$ cat src/include/pcg_pkg.sv
// Constants and types for the port crossbar and general-purpose I/O block
package pcg_pkg;
    // Special function register addresses
    localparam logic [7:0] ADDR_PORT0_LATCH   = 8'h80;
    localparam logic [7:0] ADDR_PORT0_OUTMODE = 8'hA4;
    localparam logic [7:0] ADDR_XBAR_ONE      = 8'hE2;
    localparam logic [7:0] ADDR_PORT0_INMODE  = 8'hF1;
    localparam logic [7:0] ADDR_PORT4_LATCH   = 8'hC7;
    // Bit addresses of port 0 occupy base to base plus 7
    localparam logic [7:0] BIT_PORT0_BASE     = 8'h80;
    localparam logic [4:0] BIT_BASE_HI_MASK   = 5'h10;
    // Reset values
    localparam logic [7:0] RST_PORT0_LATCH    = 8'hFF;
    localparam logic [7:0] RST_PORT0_OUTMODE  = 8'h00;
    localparam logic [7:0] RST_XBAR_ONE       = 8'h00;
    localparam logic [7:0] RST_PORT0_INMODE   = 8'hFF;
    localparam logic [7:0] RST_PORT4_LATCH    = 8'hFF;
    localparam logic [7:0] RDATA_UNMAPPED     = 8'h00;
    // Crossbar configuration one field positions
    localparam int WEAK_PULLUP_DISABLE_POS = 7;
    localparam int CROSSBAR_ENABLE_POS     = 6;
    localparam int TIMER1_ROUTE_POS        = 5;
    localparam int TIMER0_ROUTE_POS        = 4;
    localparam int EXT_CLOCK_ROUTE_POS     = 3;
    localparam int COMPARE_SEL_LSB         = 0;
    localparam int COMPARE_SEL_W           = 3;
    localparam logic [2:0] COMPARE_SEL_MAX = 3'h5;
    localparam int PORT_W                  = 8;
    localparam int COMPARE_N               = 5;
    localparam logic [3:0] SMB_PINS        = 4'h2;
    // Crossbar pin assignment
    typedef enum logic [2:0] {
        PCG_SEL_GPIO = 3'b000,
        PCG_SEL_SDA  = 3'b001,
        PCG_SEL_SCL  = 3'b010,
        PCG_SEL_CMP  = 3'b011,
        PCG_SEL_ECI  = 3'b100,
        PCG_SEL_T0   = 3'b101,
        PCG_SEL_T1   = 3'b110
    } pcg_sel_t;
endpackage : pcg_pkg

$ cat src/core/pcg_pad_ctl.sv
// Driver, enable and weak pull-up control of one port pin
`timescale 1ns/1ps
`default_nettype none
module pcg_pad_ctl (
    input  wire logic drive_en,
    input  wire logic data,
    input  wire logic push_pull,
    input  wire logic force_od,
    input  wire logic digital,
    input  wire logic weak_pullup_disable,
    output logic      pad_out,
    output logic      pad_oe_n,
    output logic      pull_en
);
    logic pp_eff;
    logic drive;

    // Bus pins stay open-drain whatever the mode bit says
    assign pp_eff   = push_pull & ~force_od;
    assign drive    = drive_en & digital & (~data | pp_eff);
    assign pad_out  = data;
    assign pad_oe_n = ~drive;
    // No pull-up fighting a driven zero; saves power
    assign pull_en  = ~weak_pullup_disable & digital & ~pp_eff & ~(drive & ~data);
endmodule : pcg_pad_ctl
`default_nettype wire

$ cat src/core/pcg_port_xbar.sv
// Port crossbar, port latches and register access for ports 0 and 4
// Behaviour
// Weak pull-ups on unless disabled; never on analog or push-pull pins.
// Crossbar enable low keeps crossbar off and all port 0 drivers off.
// Timer 1 input reaches a pin only when its route bit is set.
// Timer 0 input reaches a pin only when its route bit is set.
// Compare field n routes outputs 0 to n-1; values six and seven reserved.
// Pins not taken by crossbar or analog use act as general-purpose I/O.
// Port 0 latch takes byte and bit access; port 4 latch bytes only.
// A latch write is held as pin output data until next write.
// Plain port reads return sampled pin levels, even for crossbar pins.
// Read-modify-write accesses read the latch, not the pins.
// External clock route bit connects counter clock input to a pin.
// Latch zero drives low; one drives high push-pull or floats open-drain.
// Bus data and clock pins are always open-drain.
// Weak pull-up off while an open-drain output drives zero.
// Input mode one is digital, zero analog; reset leaves all digital.
// Port 4 is always plain I/O and never crossbar-assigned.
`timescale 1ns/1ps
`default_nettype none
module pcg_port_xbar (
    input  wire logic        clk,
    input  wire logic        rst_n,
    input  wire logic [7:0]  sfr_addr,
    input  wire logic        sfr_wr,
    input  wire logic [7:0]  sfr_wdata,
    input  wire logic        sfr_rd,
    input  wire logic        sfr_rmw,
    output logic      [7:0]  sfr_rdata,
    input  wire logic [7:0]  bit_addr,
    input  wire logic        bit_wr,
    input  wire logic        bit_wdata,
    input  wire logic        bit_rd,
    input  wire logic        bit_rmw,
    output logic             bit_rdata,
    input  wire logic [7:0]  port0_pin_in,
    output logic      [7:0]  port0_pin_out,
    output logic      [7:0]  port0_pin_oe_n,
    output logic      [7:0]  port0_pullup_en,
    input  wire logic [7:0]  port4_pin_in,
    output logic      [7:0]  port4_pin_out,
    output logic      [7:0]  port4_pin_oe_n,
    output logic      [7:0]  port4_pullup_en,
    input  wire logic        smbus_route,
    input  wire logic        sda_drive_low,
    input  wire logic        scl_drive_low,
    input  wire logic [4:0]  compare_out,
    output logic             sda_in,
    output logic             scl_in,
    output logic             timer0_in,
    output logic             timer1_in,
    output logic             counter_ext_clock_in
);
    logic [7:0] port0_latch_r;
    logic [7:0] port0_output_mode_r;
    logic [7:0] port0_input_mode_r;
    logic [7:0] crossbar_config_one_r;
    logic [7:0] port4_latch_r;
    logic [15:0] pin_meta_r;
    logic [15:0] pin_sync_r;
    logic [7:0] rdata_r;
    logic       bit_rdata_r;
    logic [7:0] rdata_nxt;
    logic       weak_pullup_disable;
    logic       crossbar_enable_bit;
    logic       timer1_pin_route;
    logic       timer0_pin_route;
    logic       counter_ext_clock_route;
    logic [2:0] compare_output_route_sel;
    logic [3:0] cmp_count;
    logic [7:0] p0_digital_val;
    logic [7:0] p0_data;
    logic [7:0] p0_force_od;
    logic [7:0] cmp_pin_mask;
    logic       p0_bit_hit;

    assign weak_pullup_disable      = crossbar_config_one_r[pcg_pkg::WEAK_PULLUP_DISABLE_POS];
    assign crossbar_enable_bit      = crossbar_config_one_r[pcg_pkg::CROSSBAR_ENABLE_POS];
    assign timer1_pin_route         = crossbar_config_one_r[pcg_pkg::TIMER1_ROUTE_POS];
    assign timer0_pin_route         = crossbar_config_one_r[pcg_pkg::TIMER0_ROUTE_POS];
    assign counter_ext_clock_route  = crossbar_config_one_r[pcg_pkg::EXT_CLOCK_ROUTE_POS];
    assign compare_output_route_sel =
        crossbar_config_one_r[pcg_pkg::COMPARE_SEL_LSB +: pcg_pkg::COMPARE_SEL_W];

    ////////////////////////////////////////////////////////////////////////////
    // Crossbar assignment

    // Pin order: bus pair, compare outputs, external clock, timer 0, timer 1
    function automatic pcg_pkg::pcg_sel_t pcg_pin_sel(
        input logic [3:0] pin,
        input logic       smb,
        input logic [3:0] ncmp,
        input logic       eci,
        input logic       t0,
        input logic       t1
    );
        logic [3:0]        idx;
        pcg_pkg::pcg_sel_t sel;
        idx = pin;
        sel = pcg_pkg::PCG_SEL_GPIO;
        if (smb && idx < pcg_pkg::SMB_PINS) begin
            sel = (idx == 4'h0) ? pcg_pkg::PCG_SEL_SDA : pcg_pkg::PCG_SEL_SCL;
        end else begin
            idx = smb ? idx - pcg_pkg::SMB_PINS : idx;
            if (idx < ncmp) begin
                sel = pcg_pkg::PCG_SEL_CMP;
            end else begin
                idx = idx - ncmp;
                if (eci && idx == 4'h0) begin
                    sel = pcg_pkg::PCG_SEL_ECI;
                end else begin
                    idx = eci ? idx - 4'h1 : idx;
                    if (t0 && idx == 4'h0) begin
                        sel = pcg_pkg::PCG_SEL_T0;
                    end else begin
                        idx = t0 ? idx - 4'h1 : idx;
                        if (t1 && idx == 4'h0) begin
                            sel = pcg_pkg::PCG_SEL_T1;
                        end
                    end
                end
            end
        end
        return sel;
    endfunction : pcg_pin_sel

    // Reserved compare selections route nothing
    assign cmp_count = (compare_output_route_sel <= pcg_pkg::COMPARE_SEL_MAX)
                     ? {1'b0, compare_output_route_sel} : 4'h0;
    // Analog pins read as zero
    assign p0_digital_val = pin_sync_r[7:0] & port0_input_mode_r;

    always_comb begin
        pcg_pkg::pcg_sel_t sel;
        logic [3:0]        cidx;
        sel                  = pcg_pkg::PCG_SEL_GPIO;
        cidx                 = 4'h0;
        p0_data              = port0_latch_r;
        p0_force_od          = 8'h00;
        cmp_pin_mask         = 8'h00;
        sda_in               = 1'b0;
        scl_in               = 1'b0;
        timer0_in            = 1'b0;
        timer1_in            = 1'b0;
        counter_ext_clock_in = 1'b0;
        for (int i = 0; i < pcg_pkg::PORT_W; i++) begin
            sel = crossbar_enable_bit
                ? pcg_pin_sel(4'(i), smbus_route, cmp_count, counter_ext_clock_route,
                              timer0_pin_route, timer1_pin_route)
                : pcg_pkg::PCG_SEL_GPIO;
            cidx = smbus_route ? 4'(i) - pcg_pkg::SMB_PINS : 4'(i);
            case (sel)
                pcg_pkg::PCG_SEL_GPIO: p0_data[i] = port0_latch_r[i];
                pcg_pkg::PCG_SEL_SDA: begin
                    p0_data[i]     = ~sda_drive_low;
                    p0_force_od[i] = 1'b1;
                    sda_in         = p0_digital_val[i];
                end
                pcg_pkg::PCG_SEL_SCL: begin
                    p0_data[i]     = ~scl_drive_low;
                    p0_force_od[i] = 1'b1;
                    scl_in         = p0_digital_val[i];
                end
                pcg_pkg::PCG_SEL_CMP: begin
                    p0_data[i]      = compare_out[cidx[2:0]];
                    cmp_pin_mask[i] = 1'b1;
                end
                // Input slots output a one, releasing the pin for the outside unless its mode bit selects push-pull
                pcg_pkg::PCG_SEL_ECI: begin
                    p0_data[i]           = 1'b1;
                    counter_ext_clock_in = p0_digital_val[i];
                end
                pcg_pkg::PCG_SEL_T0: begin
                    p0_data[i] = 1'b1;
                    timer0_in  = p0_digital_val[i];
                end
                pcg_pkg::PCG_SEL_T1: begin
                    p0_data[i] = 1'b1;
                    timer1_in  = p0_digital_val[i];
                end
                default: p0_data[i] = port0_latch_r[i];
            endcase
        end
    end

    ////////////////////////////////////////////////////////////////////////////
    // Pin drivers

    for (genvar g = 0; g < pcg_pkg::PORT_W; g++) begin : g_pad
        pcg_pad_ctl u_p0 (
            .drive_en            (crossbar_enable_bit),
            .data                (p0_data[g]),
            .push_pull           (port0_output_mode_r[g]),
            .force_od            (p0_force_od[g]),
            .digital             (port0_input_mode_r[g]),
            .weak_pullup_disable (weak_pullup_disable),
            .pad_out             (port0_pin_out[g]),
            .pad_oe_n            (port0_pin_oe_n[g]),
            .pull_en             (port0_pullup_en[g])
        );
        // Port 4 ignores the crossbar enable; open-drain, always digital
        pcg_pad_ctl u_p4 (
            .drive_en            (1'b1),
            .data                (port4_latch_r[g]),
            .push_pull           (1'b0),
            .force_od            (1'b0),
            .digital             (1'b1),
            .weak_pullup_disable (weak_pullup_disable),
            .pad_out             (port4_pin_out[g]),
            .pad_oe_n            (port4_pin_oe_n[g]),
            .pull_en             (port4_pullup_en[g])
        );
    end

    ////////////////////////////////////////////////////////////////////////////
    // Pin synchroniser

    always_ff @(posedge clk or negedge rst_n) begin
        if (!rst_n) begin
            pin_meta_r <= 16'h0000;
            pin_sync_r <= 16'h0000;
        end else begin
            pin_meta_r <= {port4_pin_in, port0_pin_in};
            pin_sync_r <= pin_meta_r;
        end
    end

    ////////////////////////////////////////////////////////////////////////////
    // Register writes

    assign p0_bit_hit = bit_addr[7:3] == pcg_pkg::BIT_PORT0_BASE[7:3];

    always_ff @(posedge clk or negedge rst_n) begin
        if (!rst_n) begin
            port0_latch_r <= pcg_pkg::RST_PORT0_LATCH;
        end else if (sfr_wr && sfr_addr == pcg_pkg::ADDR_PORT0_LATCH) begin
            port0_latch_r <= sfr_wdata;
        end else if (bit_wr && p0_bit_hit) begin
            port0_latch_r[bit_addr[2:0]] <= bit_wdata;
        end
    end

    always_ff @(posedge clk or negedge rst_n) begin
        if (!rst_n) begin
            port4_latch_r <= pcg_pkg::RST_PORT4_LATCH;
        end else if (sfr_wr && sfr_addr == pcg_pkg::ADDR_PORT4_LATCH) begin
            port4_latch_r <= sfr_wdata;
        end
    end

    always_ff @(posedge clk or negedge rst_n) begin
        if (!rst_n) begin
            port0_output_mode_r   <= pcg_pkg::RST_PORT0_OUTMODE;
            port0_input_mode_r    <= pcg_pkg::RST_PORT0_INMODE;
            crossbar_config_one_r <= pcg_pkg::RST_XBAR_ONE;
        end else if (sfr_wr) begin
            case (sfr_addr)
                pcg_pkg::ADDR_PORT0_OUTMODE: port0_output_mode_r   <= sfr_wdata;
                pcg_pkg::ADDR_PORT0_INMODE:  port0_input_mode_r    <= sfr_wdata;
                pcg_pkg::ADDR_XBAR_ONE:      crossbar_config_one_r <= sfr_wdata;
                default: ;
            endcase
        end
    end

    ////////////////////////////////////////////////////////////////////////////
    // Register reads

    always_comb begin
        case (sfr_addr)
            pcg_pkg::ADDR_PORT0_LATCH:
                rdata_nxt = sfr_rmw ? port0_latch_r : p0_digital_val;
            pcg_pkg::ADDR_PORT4_LATCH:
                rdata_nxt = sfr_rmw ? port4_latch_r : pin_sync_r[15:8];
            pcg_pkg::ADDR_PORT0_OUTMODE: rdata_nxt = port0_output_mode_r;
            pcg_pkg::ADDR_PORT0_INMODE:  rdata_nxt = port0_input_mode_r;
            pcg_pkg::ADDR_XBAR_ONE:      rdata_nxt = crossbar_config_one_r;
            default:                     rdata_nxt = pcg_pkg::RDATA_UNMAPPED;
        endcase
    end

    always_ff @(posedge clk or negedge rst_n) begin
        if (!rst_n) begin
            rdata_r     <= 8'h00;
            bit_rdata_r <= 1'b0;
        end else begin
            if (sfr_rd) begin
                rdata_r <= rdata_nxt;
            end
            if (bit_rd) begin
                bit_rdata_r <= p0_bit_hit && (bit_rmw ? port0_latch_r[bit_addr[2:0]]
                                                      : p0_digital_val[bit_addr[2:0]]);
            end
        end
    end

    assign sfr_rdata = rdata_r;
    assign bit_rdata = bit_rdata_r;
endmodule : pcg_port_xbar
`default_nettype wire

$ cat config.mk
export PLATFORM = sky130hd
export DESIGN_NAME = pcg_port_xbar
export DESIGN_NICKNAME = d
export VERILOG_FILES = /design/src/include/pcg_pkg.sv /design/src/core/pcg_pad_ctl.sv /design/src/core/pcg_port_xbar.sv
export SDC_FILE = /design/constraint.sdc
export NUM_CORES = 1
export LEC_CHECK = 0
export ABC_AREA = 1
export ABC_CLOCK_PERIOD_IN_PS = 9200
export BUFFER_PORTS_ARGS = -buffer_cell sky130_fd_sc_hd__buf_2
export CAP_MARGIN = 15
export CORE_UTILIZATION = 62
export DETAILED_ROUTE_END_ITERATION = 10
export PLACE_DENSITY = 0.88
export SYNTH_ARGS = -nofsm -noshare
export SYNTH_HDL_FRONTEND = slang
export SYNTH_SLANG_ARGS = --single-unit
export TNS_END_PERCENT = 100
$ cat constraint.sdc
create_clock -name clk -period 9.2 [get_ports clk]
set_input_delay 0.46 -clock clk [delete_from_list [all_inputs] [get_ports clk]]
set_output_delay 0.46 -clock clk [all_outputs]
set_load 0.01 [all_outputs]
* Word level (Yosys, flattened, before mapping)
Cells that the tools add are included.
** Storage, ports and cells
- Register bits after elaboration :: 81
** Cells by class
- Add/sub/neg operators :: 24
- Magnitude comparators :: 19
- Equal/unequal tests :: 54
- Mux-type cells :: 152
- Bitwise operators :: 116
- Reductions and logical operators :: 73
** Operator list (count)
- two-way mux 3 bit :: 45
- zero test 4 bit :: 24
- equality test 3 bit (second input constant) :: 24
- two-way mux 4 bit :: 18
- bitwise AND 1 bit :: 64
- subtractor 4 x 1 -> 4 bit (second input constant) :: 16
- two-way mux 1 bit :: 60
- equality test 3 x 2 -> 1 bit (second input constant) :: 16
- inverter 1 bit :: 43
- equality test 8 bit (second input constant) :: 5
- case mux 8 bit (5 select lines) :: 1
- < comparator 4 x 3 -> 1 bit :: 8
- two-way mux 8 bit :: 4
- case mux 1 bit (4 select lines) :: 8
- subtractor 4 x 3 -> 4 bit :: 8
- binary-select mux 1 bit (select 3 bit) :: 10
- logical AND 1 bit :: 29
- < comparator 3 x 4 -> 1 bit (second input constant) :: 7
- equality test 3 x 1 -> 1 bit (second input constant) :: 8
- OR reduction 3 bit :: 8
- OR reduction 2 bit :: 8
- bitwise AND 8 bit :: 1
- bitwise mux 8 bit :: 1
- < comparator 2 x 4 -> 1 bit (second input constant) :: 2
- 8 further kinds :: 20

* Longest topological paths before layout
- Depth after elaboration :: 25
- Gate-level depth with buffers :: 28
- Depth with buffers taken out :: 28

* Cells and area by module
A second synthesis with hierarchy kept.
** Unflattened totals
- Cell total of the unflattened synthesis :: 1025
- Area, all modules :: 6687.7 sq um
** Modules (own cells, without submodules)
- pcg_port_xbar :: instances 1, cells an instance 833, area an instance 5866.9 sq um
- pcg_pad_ctl :: instances 16, cells an instance 12, area an instance 51.3 sq um

* Least setup slack after synthesis
Ideal clock, no wire load.
- Path kind :: reg-to-output
- Start :: reg crossbar_config_one_r[1]
- End :: out port0_pin_oe_n[0]
- Arrival time :: 3.253 ns
- Required time :: 8.740 ns
- Slack :: 5.487 ns
- Stages on the path, launching flop included :: 22
- Path through :: dfrtp_1 inv_1 nor2_1 inv_1 ha_1 inv_1 nand2_1 nand2_2 ha_1 or2_2 nand2_1 inv_1 nand4_1 o21ai_1 nand2_1 inv_1 nor2_2 inv_2 o2111ai_2 o21ai_1 nand3_1 buf_4
** RTL lines
- start, declared :: line pcg_port_xbar.sv:57 : logic [7:0] crossbar_config_one_r;
- start signal, assigned :: line pcg_port_xbar.sv:255 : crossbar_config_one_r <= pcg_pkg::RST_XBAR_ONE;
- start signal, assigned :: line pcg_port_xbar.sv:260 : pcg_pkg::ADDR_XBAR_ONE: crossbar_config_one_r <= sfr_wdata;
- less-or-equal comparator 3 bit :: line pcg_port_xbar.sv:128 : assign cmp_count = (compare_output_route_sel <= pcg_pkg::COMPARE_SEL_MAX)
- two-way mux 3 bit (*) :: line pcg_port_xbar.sv:129 : ? {1'b0, compare_output_route_sel} : 4'h0;
- subtractor 4 x 3 -> 4 bit :: line pcg_port_xbar.sv:108 : idx = idx - ncmp;
- subtractor 4 x 1 -> 4 bit :: line pcg_port_xbar.sv:112 : idx = eci ? idx - 4'h1 : idx;
- two-way mux 4 bit :: line pcg_port_xbar.sv:112
- subtractor 4 x 1 -> 4 bit :: line pcg_port_xbar.sv:116 : idx = t0 ? idx - 4'h1 : idx;
- two-way mux 4 bit :: line pcg_port_xbar.sv:116
- zero test 4 bit :: line pcg_port_xbar.sv:117 : if (t1 && idx == 4'h0) begin
- (+7 left out)
- equality test 3 bit :: line pcg_port_xbar.sv:152 : case (sel)
- OR reduction 3 bit (no line)
- case mux 1 bit (4 select lines) (*) :: line pcg_port_xbar.sv:152
- via g_pad[0].u_p0.data :: line pcg_pad_ctl.sv:6 : input wire logic data,
- inverter 1 bit (*) :: line pcg_pad_ctl.sv:20 : assign drive = drive_en & digital & (~data | pp_eff);
- OR 1 bit (*) :: line pcg_pad_ctl.sv:20
- bitwise AND 1 bit (*) :: line pcg_pad_ctl.sv:20
- inverter 1 bit (*) :: line pcg_pad_ctl.sv:22 : assign pad_oe_n = ~drive;
- end, declared :: line pcg_port_xbar.sv:38 : output logic [7:0] port0_pin_oe_n,
The timed path passes the listed nets; every way through them passes the cells marked *.

* Final worst setup path
- Start :: reg crossbar_config_one_r[1]
- End :: out port0_pin_oe_n[1]
** Between the ends
- Longest elaborated chain between the ends :: 23
** RTL lines
- less-or-equal comparator 3 bit :: line pcg_port_xbar.sv:128
- two-way mux 3 bit (*) :: line pcg_port_xbar.sv:129
- subtractor 4 x 3 -> 4 bit :: line pcg_port_xbar.sv:108
- subtractor 4 x 1 -> 4 bit :: line pcg_port_xbar.sv:112
- two-way mux 4 bit :: line pcg_port_xbar.sv:112
- subtractor 4 x 1 -> 4 bit :: line pcg_port_xbar.sv:116
- two-way mux 4 bit :: line pcg_port_xbar.sv:116
- zero test 4 bit :: line pcg_port_xbar.sv:117
- (+7 left out)
- equality test 3 x 2 -> 1 bit / equality test 3 x 1 -> 1 bit (equally long branches) :: line pcg_port_xbar.sv:152
- OR reduction 2 bit (no line)
- two-way mux 1 bit :: line pcg_port_xbar.sv:152
- inverter 1 bit :: line pcg_pad_ctl.sv:19 : assign pp_eff = push_pull & ~force_od;
- bitwise AND 1 bit :: line pcg_pad_ctl.sv:19
- OR 1 bit (*) :: line pcg_pad_ctl.sv:20
- bitwise AND 1 bit (*) :: line pcg_pad_ctl.sv:20
- inverter 1 bit (*) :: line pcg_pad_ctl.sv:22
Every way passes the cells marked *; elsewhere a longest branch is shown, timed or not.

==> impl_results.md <==
* # nets final at 1077
* MaxCap Viol Count at 0
* Cell variety after synth at 51
* CTS buffer count at 9
* HPWL after DPL at 14.4 mm
* Worst r2r src: crossbar_config_one_r[6]
* Worst Skew at 0.00643 ns
* Slew @ Worst Pin at 1.09 ns
* Largest area contributor in the netlist: dfrtp_1
* # resized after CTS at 0
* DR iter-0 viols at 609
* CP Buf/Inv Count at 7
* HP Class: in2reg
* CP top delay family: simple AND/OR/NAND/NOR gates
* Setup violations, final at 0
* Relative slew slack at 27.3%
* FF-to-FF End: crossbar_config_one_r[6]
* Leakage at 0.00374 uW
* Reg2reg setup slack at 7.16 ns
* Kind of critical path: reg2out
* Worst R2R Path Depth at 2
* Maximum vdd drop at 128 uV
* Final Slew Violations at 0
* Hold path endpoint: pin_meta_r[9]
* Pwr/cell area at 150 nW/um^2
* Pin count of the biggest net entering global routing at 82
* CP peak stage delay at 0.50 ns
* Hold depth at 1
* Cell Area, Synth at 6440 sq um
* DRC violations left at 0
* Starting Density at 65.0%
* CTS root buf: clkbuf_8
* Die ar. at 10800 sq um
* Clk sink count at 81
* Main synth FF type: dfrtp_1
* Worst path arrival time at 4.32 ns
* CP Capture Type: output port
* Synth top cells by count: 209 x nand2_1, 139 x inv_1, 97 x nor2_1
* Buffers on Ports at 118
* Post-DR wirelength/cell at 16.4 microns
* Top-area cell type share of the netlist area at 22.1%
* CTS tree: built
* CP Max Fanout at 10
* Worst-path clk slew at 0.09 ns
* Largest cells by area after synthesis: dfrtp_1 22%, nand2_1 12%, dfstp_2 9.8%
* Setup TNS at 0 ns
* Clock H-tree levels at 3
* ANT nets after route at 0
* Via count at 6641
* Critical Path Slowest Stage Cell: ha_1
* Crit path depth at 21
* Crit path top cell by count: inv_1
* Grt ovf at 0
* Number of global-route vias before repair at 5869
* Fraction of layout cells with a size suffix above 1 at 19.5%
* Post-synth EDFFs at 0
* Die H at 104 microns
* Tot GR Track Use at 34.6%
* Hold_buf cts at 0
* Dominant cell by count in the synthesized netlist: nand2_1
* CP required at 8.74 ns
* Syn Nets at 1013
* Setup crit start kind: flop
* Die width at 104 microns
* Crit share post-route at 52.0%
* Worst-path cell chain: inv_1, nor2_1, inv_1, ha_1, inv_1, nand2_1, nand2_2, ha_1, or2_2, nand2_1, inv_1, nand4_1, o21ai_1, nand2_1, inv_1, nor2_2, inv_2, o2111ai_2, nand2_1, nand3_1, buf_2
* Row count at 36
* Post-route minimum period at 4.78 ns
* Initial antenna violation count at 0
* Post-Route WL at 18.4 mm
* Core ar. at 9910 sq um
* Final Hold Viols at 0
* Max Freq at 209 MHz
* Number of setup buffers added after CTS at 0
* Synthesis-stage register bit count at 81
* RSZ-0062 raised after global routing: false
* Drt pass-1 iters at 6
* Status: finished, final reports clean
* Hold path startpoint: port4_pin_in[1]
* Seq/Total Area, Yosys at 31.9%
* Worst skew pair latency at 0.37 ns
* Clock buffer depth at 2
* Diodes inserted at 0
* Fraction of registers with async set or reset after synthesis at 100%
* First-pass GRT wire length at 29.2 mm
* Mapped Cells at 923
* Synth warn at 0
* I/O pins at 119
* Routability cong. at 1.01
* Via density at 5.90
* Area grow syn2layout at 8.43%
* Avg Inst Size Synth at 6.98 sq um
* Util after Layout at 70.5%
[state kept, by name, summed over array words and instances (netlist names)]
signal,count
pin_meta_r,16
port0_input_mode_r,8
port0_output_mode_r,8
crossbar_config_one_r,8
port0_latch_r,8
pin_sync_r,16
sfr_rdata,8
bit_rdata,1
port4_latch_r,8
[worst max-delay path by stage]
| stage | slack [ns] | end | start |
|---|---|---|---|
| final | 4.42 | port0_pin_oe_n[1] | crossbar_config_one_r[1] |
| after global routing | 4.11 | port0_pin_oe_n[0] | crossbar_config_one_r[1] |
| after CTS | 4.45 | port0_pullup_en[1] | crossbar_config_one_r[1] |
| after detailed placement | 4.86 | port0_pullup_en[1] | crossbar_config_one_r[1] |
| after global placement | 4.95 | port0_pin_oe_n[0] | smbus_route |
| after floorplan | 5.49 | port0_pin_oe_n[0] | crossbar_config_one_r[1] |
[placed cells by master, fill, tap and decap left out, types with 3 or more instances in the layout]
cell	netlist	final
nand3_1	52	52
a21oi_1	22	22
o21ai_1	5	5
nor3_1	27	27
clkbuf_8	0	9
o21ai_2	3	3
o22ai_1	10	10
nand2_2	5	5
o311ai_0	3	3
nand3b_1	6	6
o21ai_0	66	66
nor2_1	97	97
nand4_1	15	15
nand2_1	209	209
nor3_2	3	3
a211oi_1	4	4
a31oi_1	9	9
a221oi_1	6	6
inv_8	0	3
ha_1	28	28
inv_4	3	3
buf_2	2	117
xor2_1	11	11
o21a_1	4	4
fa_1	5	5
inv_2	4	4
dfrtp_1	57	57
o2111ai_1	6	6
inv_1	139	139
nor2_2	3	3
o211ai_1	3	3
a2111oi_0	3	3
o31ai_1	3	3
buf_4	49	3
dfstp_2	24	24
[report_power, final]
group	leakage [uW]	switching [uW]	internal, uW
sequential	0.000931	28.6	386
clock	0.000113	150	135
combinational	0.00270	231	120
total	0.00374	410	641
[cell families (layout without fill, tap and decap cells)]
logic type	Yosys count	after routing	share of synthesized area (%)
buffers and inverters	214	283	15.7
DFF	81	81	31.9
adders and majority gates	33	33	6.99
AOI/OAI and AO/OA	158	158	15.3
xor gates and xnor gates	12	12	1.63
and+or+nand+nor	425	425	28.4
[cell type report]
class,count,area (sq um)
flip-flops and latches,81,2060
clock buffers,9,124
well taps,133,166
multi-input cells,628,3370
inverters,147,559
repair buffers,120,608
clock inverters,7,97.6
fillers,828,2930
[layer usage]
metal	GRT usage [%]	wire length, microns	vias to the layer above
met5	0	0	-
met4	15.7	844	0
met3	7.52	2290	84
met2	53.1	8050	477
met1	46.8	7250	3010
li1	-	-	3070
[metrics by stage]
step	instances	power [uW]	hold slack (ns)	area (sq um)	setup slack (ns)
final	1125	1050	0.188	6980	4.42
after global routing	1125	1100	0.179	6980	4.11
after CTS	1125	1040	0.184	6980	4.45
after detailed placement	1109	761	0.335	6760	4.86
after global placement	1109	755	0.333	6760	4.95
after floorplan	923	676	0.164	6440	5.49
Note: power is estimated with default switching activity, not from simulation.
